--- src/rtl/adc_setup_cfg.svh ---
// register offsets, field positions, reset values and timing counts
`ifndef ADC_SETUP_CFG_SVH
`define ADC_SETUP_CFG_SVH

// ==========================================================
// register map (byte addresses)
`define SETUP_REG_OFF 8'h00
`define STATUS_REG_OFF 8'h04

// ==========================================================
// setup register fields
`define SETUP_W 24
`define SETUP_RESET 24'h000117
`define SETUP_WR_MASK 24'h07FFFF
`define F_PSEUDO 18
`define F_CHAN_HI 17
`define F_CHAN_LO 8
`define F_BURN 7
`define F_REF_MISSING_DETECT_ENABLE 6
`define F_RSVD 5
`define F_BUF 4
`define F_UNIPOLAR 3
`define F_GAIN_HI 2
`define F_GAIN_LO 0

// ==========================================================
// status register fields
`define S_CHAN_HI 3
`define S_CHAN_LO 0
`define S_REFMISS 4
`define S_RUNNING 5

// ==========================================================
// timing
`define CLK_NS 25
`define SETTLE_NS 2000
`define SETTLE_CYC ((`SETTLE_NS + `CLK_NS - 1) / `CLK_NS)
`define CNT_W 16
`define NUM_CHAN 10

`endif

--- src/rtl/adc_setup_pkg.sv ---
// types shared by the converter setup decode block
package adc_setup_pkg;

    typedef enum logic {SEQ_IDLE, SEQ_SETTLE} seq_state_t;

    typedef struct packed {
        logic pseudo_mode;
        logic burnout_en;
        logic ref_missing_detect_enable;
        logic buffer_en;
        logic unipolar;
        logic [2:0] gain_select;
        logic [7:0] gain_value;
        logic gain_reserved;
    } core_ctrl_t;

endpackage
--- src/rtl/adc_config_field_decode.sv ---
// setup register decode, channel sequencer and reference detect
//
// Design decisions made here: the register addresses and register access over AHB-Lite.
`timescale 1ns/10ps
`include "adc_setup_cfg.svh"

// Contract
// - pseudo bit 1: eight pseudo differential inputs; 0: four differential
// - several channels may be enabled; each converted in turn automatically
// - sequenced conversions wait full settling; no partial result
// - burnout bit switches the 500 nA test currents on and off
// - detect enabled: flag raised when reference open or below 0.6 V
// - reference detect updates the flag only while the converter is active
// - buffer bit places a buffer ahead of the inputs
// - polarity bit set selects unipolar, cleared selects bipolar coding
// - three lowest bits select the programmable gain
// - gain codes 0,3..7 give 1,8,16,32,64,128; codes 1,2 reserved
// - enables 0..7 report codes 0..7, temperature 8, short 9
module adc_config_field_decode (
    input wire logic hclk, // 40 MHz clock
    input wire logic hresetn, // async reset, active low
    input wire logic hsel, // slave select
    input wire logic [7:0] haddr, // byte address
    input wire logic [1:0] htrans, // transfer type
    input wire logic hwrite, // write when high
    input wire logic [2:0] hsize, // transfer size
    input wire logic hready, // bus ready
    input wire logic [31:0] hwdata, // write data
    output logic [31:0] hrdata, // read data
    output logic hreadyout, // always ready
    output logic hresp, // always okay
    input wire logic conv_active, // converter core converting
    input wire logic ref_low, // reference open or below threshold
    output adc_setup_pkg::core_ctrl_t core_ctrl, // decoded controls
    output logic [9:0] channel_enable_bits, // enabled channels
    output logic [3:0] status_channel_code, // channel of the last settled result
    output logic result_strobe, // settled result ready, one cycle
    output logic ref_missing_flag // reference missing
);

    // ==========================================================
    // helpers
    function automatic logic [7:0] gain_of(input logic [2:0] g);
        case (g)
            3'h0: return 8'h01;
            3'h3: return 8'h08;
            3'h4: return 8'h10;
            3'h5: return 8'h20;
            3'h6: return 8'h40;
            3'h7: return 8'h80;
            default: return 8'h00;
        endcase
    endfunction

    // circular search for the next enabled channel after cur
    function automatic logic [3:0] next_chan(input logic [9:0] en,
                                             input logic [3:0] cur);
        logic [3:0] res;
        logic found;
        logic [4:0] idx;
        res = cur;
        found = 1'b0;
        for (int i = 1; i <= `NUM_CHAN; i++)
        begin
            idx = 5'(cur) + 5'(i);
            if (idx >= 5'h0A)
                idx = idx - 5'h0A;
            if (!found && en[idx[3:0]])
            begin
                res = idx[3:0];
                found = 1'b1;
            end
        end
        return res;
    endfunction

    // ==========================================================
    // bus slave: zero wait state, address captured in address phase
    logic wr_pend_ff, nxt_wr_pend;
    logic [7:0] waddr_ff, nxt_waddr;
    logic [31:0] rdata_ff, nxt_rdata;
    logic [`SETUP_W-1:0] setup_ff, nxt_setup;
    logic addr_ok;
    logic wr_setup;
    adc_setup_pkg::seq_state_t seq_ff, nxt_seq;
    logic [31:0] status_word;
    assign addr_ok = hsel && htrans[1] && hready;
    assign wr_setup = wr_pend_ff && (waddr_ff == `SETUP_REG_OFF);
    assign status_word = {26'h0, seq_ff == adc_setup_pkg::SEQ_SETTLE,
                          ref_missing_flag, status_channel_code};
    always_comb
    begin
        nxt_wr_pend = addr_ok && hwrite;
        nxt_waddr = addr_ok ? haddr : waddr_ff;
        nxt_rdata = rdata_ff;
        if (addr_ok && !hwrite)
        begin
            case (haddr)
                `SETUP_REG_OFF: nxt_rdata = {8'h00, setup_ff};
                `STATUS_REG_OFF: nxt_rdata = status_word;
                default: nxt_rdata = 32'h0000_0000;
            endcase
        end
        // fields hold until software rewrites them
        nxt_setup = setup_ff;
        if (wr_setup)
            nxt_setup = hwdata[`SETUP_W-1:0] & `SETUP_WR_MASK;
    end

    always_ff @(posedge hclk or negedge hresetn)
    begin
        if (!hresetn)
        begin
            wr_pend_ff <= 1'b0;
            waddr_ff <= 8'h00;
            rdata_ff <= 32'h0000_0000;
            setup_ff <= `SETUP_RESET;
        end
        else
        begin
            wr_pend_ff <= nxt_wr_pend;
            waddr_ff <= nxt_waddr;
            rdata_ff <= nxt_rdata;
            setup_ff <= nxt_setup;
        end
    end

    assign hrdata = rdata_ff;
    assign hreadyout = 1'b1;
    assign hresp = 1'b0;

    // ==========================================================
    // decoded controls to the converter core
    always_comb
    begin
        core_ctrl.pseudo_mode = setup_ff[`F_PSEUDO];
        core_ctrl.burnout_en = setup_ff[`F_BURN];
        core_ctrl.ref_missing_detect_enable = setup_ff[`F_REF_MISSING_DETECT_ENABLE];
        core_ctrl.buffer_en = setup_ff[`F_BUF];
        core_ctrl.unipolar = setup_ff[`F_UNIPOLAR];
        core_ctrl.gain_select = setup_ff[`F_GAIN_HI:`F_GAIN_LO];
        core_ctrl.gain_value = gain_of(core_ctrl.gain_select);
        core_ctrl.gain_reserved = (core_ctrl.gain_value == 8'h00);
    end
    assign channel_enable_bits = setup_ff[`F_CHAN_HI:`F_CHAN_LO];

    // ==========================================================
    // channel sequencer; a setup write restarts settling so no
    // partially settled result ever leaves the block
    logic [`CNT_W-1:0] cnt_ff, nxt_cnt;
    logic [3:0] chan_ff, nxt_chan;
    logic strobe_ff, nxt_strobe;

    always_comb
    begin
        nxt_seq = seq_ff;
        nxt_cnt = cnt_ff;
        nxt_chan = chan_ff;
        nxt_strobe = 1'b0;
        case (seq_ff)
            adc_setup_pkg::SEQ_IDLE:
            begin
                nxt_cnt = '0;
                nxt_chan = next_chan(channel_enable_bits, 4'h9);
                if (conv_active && |channel_enable_bits && !wr_setup)
                    nxt_seq = adc_setup_pkg::SEQ_SETTLE;
            end
            adc_setup_pkg::SEQ_SETTLE:
            begin
                if (!conv_active || wr_setup || !(|channel_enable_bits))
                    nxt_seq = adc_setup_pkg::SEQ_IDLE;
                else if (cnt_ff == `CNT_W'(`SETTLE_CYC - 1))
                begin
                    nxt_cnt = '0;
                    nxt_strobe = 1'b1;
                    nxt_chan = next_chan(channel_enable_bits, chan_ff);
                end
                else
                    nxt_cnt = cnt_ff + `CNT_W'(1);
            end
            default: nxt_seq = adc_setup_pkg::SEQ_IDLE;
        endcase
    end

    always_ff @(posedge hclk or negedge hresetn)
    begin
        if (!hresetn)
        begin
            seq_ff <= adc_setup_pkg::SEQ_IDLE;
            cnt_ff <= '0;
            chan_ff <= 4'h0;
            strobe_ff <= 1'b0;
        end
        else
        begin
            seq_ff <= nxt_seq;
            cnt_ff <= nxt_cnt;
            chan_ff <= nxt_chan;
            strobe_ff <= nxt_strobe;
        end
    end

    // code of the result just settled (channel index equals its code)
    logic [3:0] code_ff, nxt_code;
    assign nxt_code = nxt_strobe ? chan_ff : code_ff;
    always_ff @(posedge hclk or negedge hresetn)
    begin
        if (!hresetn)
            code_ff <= 4'h0;
        else
            code_ff <= nxt_code;
    end
    assign status_channel_code = code_ff;
    assign result_strobe = strobe_ff;

    // ==========================================================
    // reference detect: frozen while converter idle
    logic ref_ff, nxt_ref;
    always_comb
    begin
        nxt_ref = ref_ff;
        if (conv_active)
            nxt_ref = core_ctrl.ref_missing_detect_enable && ref_low;
    end
    always_ff @(posedge hclk or negedge hresetn)
    begin
        if (!hresetn)
            ref_ff <= 1'b0;
        else
            ref_ff <= nxt_ref;
    end
    assign ref_missing_flag = ref_ff;

    // ==========================================================
    // checks
    logic [`CNT_W-1:0] since_ff;
    always_ff @(posedge hclk or negedge hresetn)
    begin
        if (!hresetn)
            since_ff <= '0;
        else if (seq_ff != adc_setup_pkg::SEQ_SETTLE || nxt_strobe)
            since_ff <= '0;
        else if (since_ff != '1)
            since_ff <= since_ff + `CNT_W'(1);
    end
endmodule

--- config.mk ---
export PLATFORM = sky130hd
export DESIGN_NAME = adc_config_field_decode
export DESIGN_NICKNAME = d
export VERILOG_FILES = /design/src/rtl/adc_setup_pkg.sv /design/src/rtl/adc_config_field_decode.sv
export VERILOG_INCLUDE_DIRS = /design/src /design/src/rtl
export SDC_FILE = /design/constraint.sdc
export NUM_CORES = 1
export LEC_CHECK = 0
export CORE_ASPECT_RATIO = 1.75
export CORE_MARGIN = 3
export CORE_UTILIZATION = 45
export DETAILED_ROUTE_END_ITERATION = 6
export DONT_BUFFER_PORTS = 1
export MAX_ROUTING_LAYER = met4
export PLACE_DENSITY = 0.69
export SYNTH_ARGS = -nofsm -noshare
export SYNTH_HDL_FRONTEND = slang
export SYNTH_SLANG_ARGS = --single-unit
--- constraint.sdc ---
create_clock -name hclk -period 4.1 [get_ports hclk]
set_clock_uncertainty 0.15 [all_clocks]
set_input_delay 1.025 -clock hclk [delete_from_list [all_inputs] [get_ports hclk]]
set_output_delay 1.025 -clock hclk [all_outputs]
set_load 0.02 [all_outputs]
Word level (Yosys, flattened, before mapping)
Cells that the tools add are included.
- flip-flop bits (word level): 87
- output and inout port bits: 67
- word-level logic and storage cells: 306
- add/subtract/negate cells: 21
- order comparisons: 30
- equal/unequal tests: 10
- muxes and demuxes: 178
- bitwise gates (word level): 1
- reduce and logical (&&, ||, !) cells: 56
- operators with widths (kind ; number):
    4-bit 2-to-1 mux ; 72
    4-bit by 5-bit < comparator with 1-bit output (second input constant) ; 20
    1-bit binary-select mux with 4-bit select ; 20
    1-bit 2-to-1 mux ; 79
    5-bit by 4-bit >= comparator with 1-bit output (second input constant) ; 10
    8-bit one-hot mux with 6 select lines ; 1
    4-bit subtractor (second input constant) ; 10
    19-bit one-hot mux with 2 select lines ; 1
    16-bit 2-to-1 mux ; 2
    16-bit one-hot mux with 2 select lines ; 1
    1-bit logical AND ; 26
    8-bit zero test ; 3
    1-bit zero test ; 22
    4-bit by 3-bit adder with 5-bit output (second input constant) ; 4
    16-bit by 1-bit adder with 16-bit output (second input constant) ; 1
    16-bit by 7-bit == test with 1-bit output (second input constant) ; 1
    4-bit by 4-bit adder with 5-bit output (second input constant) ; 3
    3-bit == test (second input constant) ; 4
    11-bit by 1-bit inequality test with 1-bit output (second input constant) ; 1
    4-bit by 2-bit adder with 5-bit output (second input constant) ; 2
    10-bit OR reduction ; 1
    8-bit by 3-bit == test with 1-bit output (second input constant) ; 1
    4-bit one-hot mux with 2 select lines ; 1
    4-bit by 1-bit adder with 5-bit output (second input constant) ; 1
    other kinds (8) ; 9

Logic depth before layout (Yosys ltp)
- word-level depth: 66
- depth in mapped cells: 21
- mapped depth without buffers: 15

Worst setup path after synthesis
No wires, ideal clock.
- path type: register to register
- start: register chan_ff[0]
- end: register chan_ff[0]
- arrival: 4276 ps
- data required time: 3811 ps
- slack: -464 ps
- cell stages (with the launch flop): 22
- path buffers: 6
- cell sequence: dfrtp_1 buf_6 buf_6 buf_2 inv_1 ha_1 buf_2 inv_1 clkbuf_1 ha_1 clkbuf_1 a21oi_1 a311oi_2 xnor2_1 mux2_2 a2bb2oi_2 nand2_1 nor2b_1 a41oi_2 and2_1 mux2i_1 o221ai_1
- word-level cells in the longest chain between the ends: 66
- elaborated cells on any way between the ends: 159
- classes of those cells: add/sub: 20; order compare: 10; eq/ne: 1; mux: 109; reduce/logical: 19
- ends and longest elaborated chain (what ; line ; source):
    from (decl) ; adc_config_field_decode.sv:151 ; logic [3:0] chan_ff, nxt_chan;
    from (signal assigned) ; adc_config_field_decode.sv:198 ; chan_ff <= nxt_chan;
    4-bit by 1-bit adder with 5-bit output ; adc_config_field_decode.sv:65 ; idx = 5'(cur) + 5'(i);
    4-bit subtractor / 5-bit by 4-bit >= comparator with 1-bit output (equally long branches) ; adc_config_field_decode.sv:67, adc_config_field_decode.sv:66 ;
    4-bit 2-to-1 mux ; adc_config_field_decode.sv:66 ; if (idx >= 5'h0A)
    4-bit 2-to-1 mux ; adc_config_field_decode.sv:172 ; else if (cnt_ff == `CNT_W'(`SETTLE_CYC - 1))
    4-bit 2-to-1 mux ; adc_config_field_decode.sv:170 ; if (!conv_active || wr_setup || !(|channel_enable_bits))
    4-bit 2-to-1 mux ; adc_config_field_decode.sv:160 ; case (seq_ff)
    1-bit binary-select mux with 4-bit select ; adc_config_field_decode.sv:68 ; if (!found && en[idx[3:0]])
    1-bit 2-to-1 mux (not written as such) ; adc_config_field_decode.sv:68 ;
    (+50 left out) ; n/a ;
    1-bit 2-to-1 mux ; adc_config_field_decode.sv:170 ;
    1-bit 2-to-1 mux ; adc_config_field_decode.sv:160 ;
    1-bit zero test ; adc_config_field_decode.sv:68 ;
    1-bit logical AND ; adc_config_field_decode.sv:68 ;
    4-bit 2-to-1 mux ; adc_config_field_decode.sv:68 ;
    4-bit 2-to-1 mux ; adc_config_field_decode.sv:172 ;
    4-bit 2-to-1 mux ; adc_config_field_decode.sv:170 ;
    4-bit one-hot mux with 2 select lines ; adc_config_field_decode.sv:160 ;
Several ways; a longest one is shown, not always the timed one. The select of a mux whose other input is x is not followed.
A chain may end at the register's enable or synchronous reset.

Worst setup path after layout
Same ends and word-level chain as after synthesis.

==> flow_summary.toml <==
[timing]
fin_crit_ns = 4.03
tightestPinTransition_ns = 0.913
timing.final.ws_setup_ns = 0.0709
hold_viol = 0
drv_slew = 0
max_freq_mhz = 248
setup_violations = 0
slew_headroom_pct = 38.9
post-route-period-util_pct = 98.3

[place]
place_ws_ns = 0.118
dp.cells = 889
io_buffer_count = 0
place.gp.congestion = 0.988
hpwl_mm = 14.9

[final_layout]
num_antenna_cells = 0
drive_gt1_share_pct = 20.9
fillers = 1323
instances_no_fill = 905
nets = 800
fin_util_pct = 50.0
syn2layout_area_growth_pct = 8.25
multi_input_area_um2 = 4230
seqCellArea_um2 = 1860

[min_path]
hold_path.class = "primary input to async pin"

[drt]
firstDrtPassIters = 5
met3_length_um = 874
drcViolationCount = 0
detail-route-antenna-nets = 0
wl_per_cell_um = 21.1
vias_per_cell = 6.44
wl_met1_mm = 6.51
top_layer_used = "met4"
drtIter0Drc = 418
drt_wl_total_mm = 19.1
wl_met2_mm = 10.0
vias = 5825

[cts]
cts_setup_buffers = 0
cts_buffers = 9
ctsHoldBuffers = 0
cts_tree = "built"
clock_sinks = 74
ctsResizeCount = 0
cts.reportedPaths.clkPinSlew_ns = 0.06
cts-root-buf = "clkbuf_16"
clk_latency_ns = 0.33
htreeDepth = 3
clock_path_buffers = 2

[die]
fp.dieH_um = 165
ioPinCount = 119
placeableCoreArea_um2 = 14000
num_rows = 57
die_w_um = 96.6
floorplan.initialDensity_pct = 46.2
dieArea_um2 = 15900

[synth]
yosys-top-cells-area = "dfrtp_1, mux2_2, ha_1"
yosysTopAreaCell = "dfrtp_1"
syn_avg_cell_area_um2 = 8.84
synth_edf_count = 0
synth-seq-cells = 74
syn_inst = 731
ys_types = 96
ys_async_sr_fraction_pct = 100
ys_seq_area_share_pct = 28.8
synth_top_area_share_pct = 26.7
synth-main-ff-cell = "dfrtp_1"
yosys_warnings = 0
synth_area_um2 = 6460

[setup_path]
cp-start-kind = "flip-flop"
reg2reg_setup_slack_ns = 0.07
path_max_fanout = 6
critical_path_required_ns = 4.14
reg2reg_from = "chan_ff[0]"
cp.arrival_ns = 4.07
r2r_end = "chan_ff[0]"
slowest_delay_ns = 0.50
cp_cell_sequence = "ha_1, xor2_1, inv_2, ha_1, inv_1, a211oi_2, nor2_2, mux2_4, or4_4, and3_4, nand4_4, a21oi_1, a311oi_1, mux2i_1, o221ai_1"
path_delay_family = "simple AND/OR/NAND/NOR gates"
rr_worst_depth = 15
slowest_stage = "or4_4"
endpoint_kind = "flip-flop"
critPathBufInv = 2
crit_path_frequent_cell = "ha_1"
critPathKind = "flip-flop to flip-flop"

[global_route]
grt_first_pass_wirelength_mm = 30.1
grt_start_max_net_pins = 75
grt_pass1_vias = 5783
antenna_found_initial = 0
grt_overflow = 0
grt_usage_pct = 25.3

[status]
status = "completed"

[job]
cap_violations = 0
## how the worst max path moves through the flow
stage / cells after the start / from / endpoint / slack [ns]
after global placement: 13 / chan_ff[0] / chan_ff[0] / 0.1
after CTS: 13 / chan_ff[0] / chan_ff[1] / 0.09
after global routing: 15 / chan_ff[0] / chan_ff[3] / -0.10
final: 15 / chan_ff[0] / chan_ff[0] / 0.07
after floorplan: 20 / chan_ff[0] / chan_ff[0] / -0.01
after detailed placement: 14 / chan_ff[2] / chan_ff[3] / 0.12
## metrics by stage
stage / hold slack (ns) / setup TNS, ns / cell area, um2
after floorplan: 0.320 / -0.0147 / 6550
after global placement: 0.336 / 0 / 6580
after detailed placement: 0.347 / 0 / 6580
after CTS: 0.227 / 0 / 6880
after global routing: 0.221 / -0.213 / 6990
final: 0.235 / 0 / 6990
## placed cells by master, fill, tap and decap left out, drive strengths merged, types with 10 or more instances in the layout
| cell | Yosys | layout |
|---|---|---|
| clkbuf | 15 | 10 |
| nor3 | 17 | 17 |
| nor2 | 37 | 37 |
| mux2 | 41 | 41 |
| and3 | 12 | 12 |
| and2 | 13 | 13 |
| a22o | 16 | 16 |
| ha | 24 | 24 |
| nor2b | 10 | 10 |
| o21ai | 48 | 48 |
| dfrtp | 69 | 69 |
| a21oi | 47 | 47 |
| inv | 28 | 29 |
| conb | 2 | 17 |
| nand2b | 10 | 10 |
| mux2i | 29 | 29 |
| nand2 | 62 | 62 |
| buf | 53 | 34 |
| or3 | 12 | 12 |
| nand3 | 20 | 20 |
| xnor2 | 14 | 14 |
## final cells by class
cell class | count | area share, %
multi-input combinational | 576 | 60.5
clock inverter | 6 | 0.930
inverter | 28 | 1.50
timing repair buffer | 34 | 3.83
tap | 177 | 3.17
clock buffer | 10 | 3.42
sequential | 74 | 26.6
## state kept, by name, summed over array words and instances, names as in the netlist
signal	cells
hrdata	19
setup_ff	19
cnt_ff	16
waddr_ff	8
chan_ff	4
status_channel_code	4
ref_missing_flag	1
result_strobe	1
seq_ff	1
wr_pend_ff	1
## cells in the mapped netlist (8+ instances only)
library cell and n:
nor2b_1 10, nand3_1 19, or3_1 12, mux2_2 39, nor2_1 36, ha_1 24, o21ai_0 44, a22o_1 16
and2_1 12, xnor2_1 12, inv_1 26, clkbuf_1 15, dfrtp_1 69, buf_4 37, nand2_1 62, nor3_1 16
buf_2 8, a21oi_1 44, and3_1 12, mux2i_1 29, xor2_1 8, nand2b_1 10
## kinds of logic (layout without fill, tap and decap cells)
group / count (synthesis) / in the layout / share of synthesized area (%)
xor gates and xnor gates: 22 / 22 / 3.21
AOI/OAI and AO/OA: 204 / 204 / 22.4
adders and majority gates: 25 / 25 / 4.96
buffers and inverters: 96 / 78 / 8.46
DFF: 74 / 74 / 28.8
and+or+nand+nor: 236 / 236 / 19.6
other: 2 / 17 / 0.116
muxes: 72 / 72 / 12.5
## layer usage
metal  track usage (%)  vias to the layer above
met2              44.0                      276
met1              24.9                     2801
met3              3.01                      112
li1                  -                     2636
met4              19.2                        0
met5                 -                        -
Power is not shown: default switching activity piles up to over one toggle a cycle in this logic, so the estimate is an artifact.
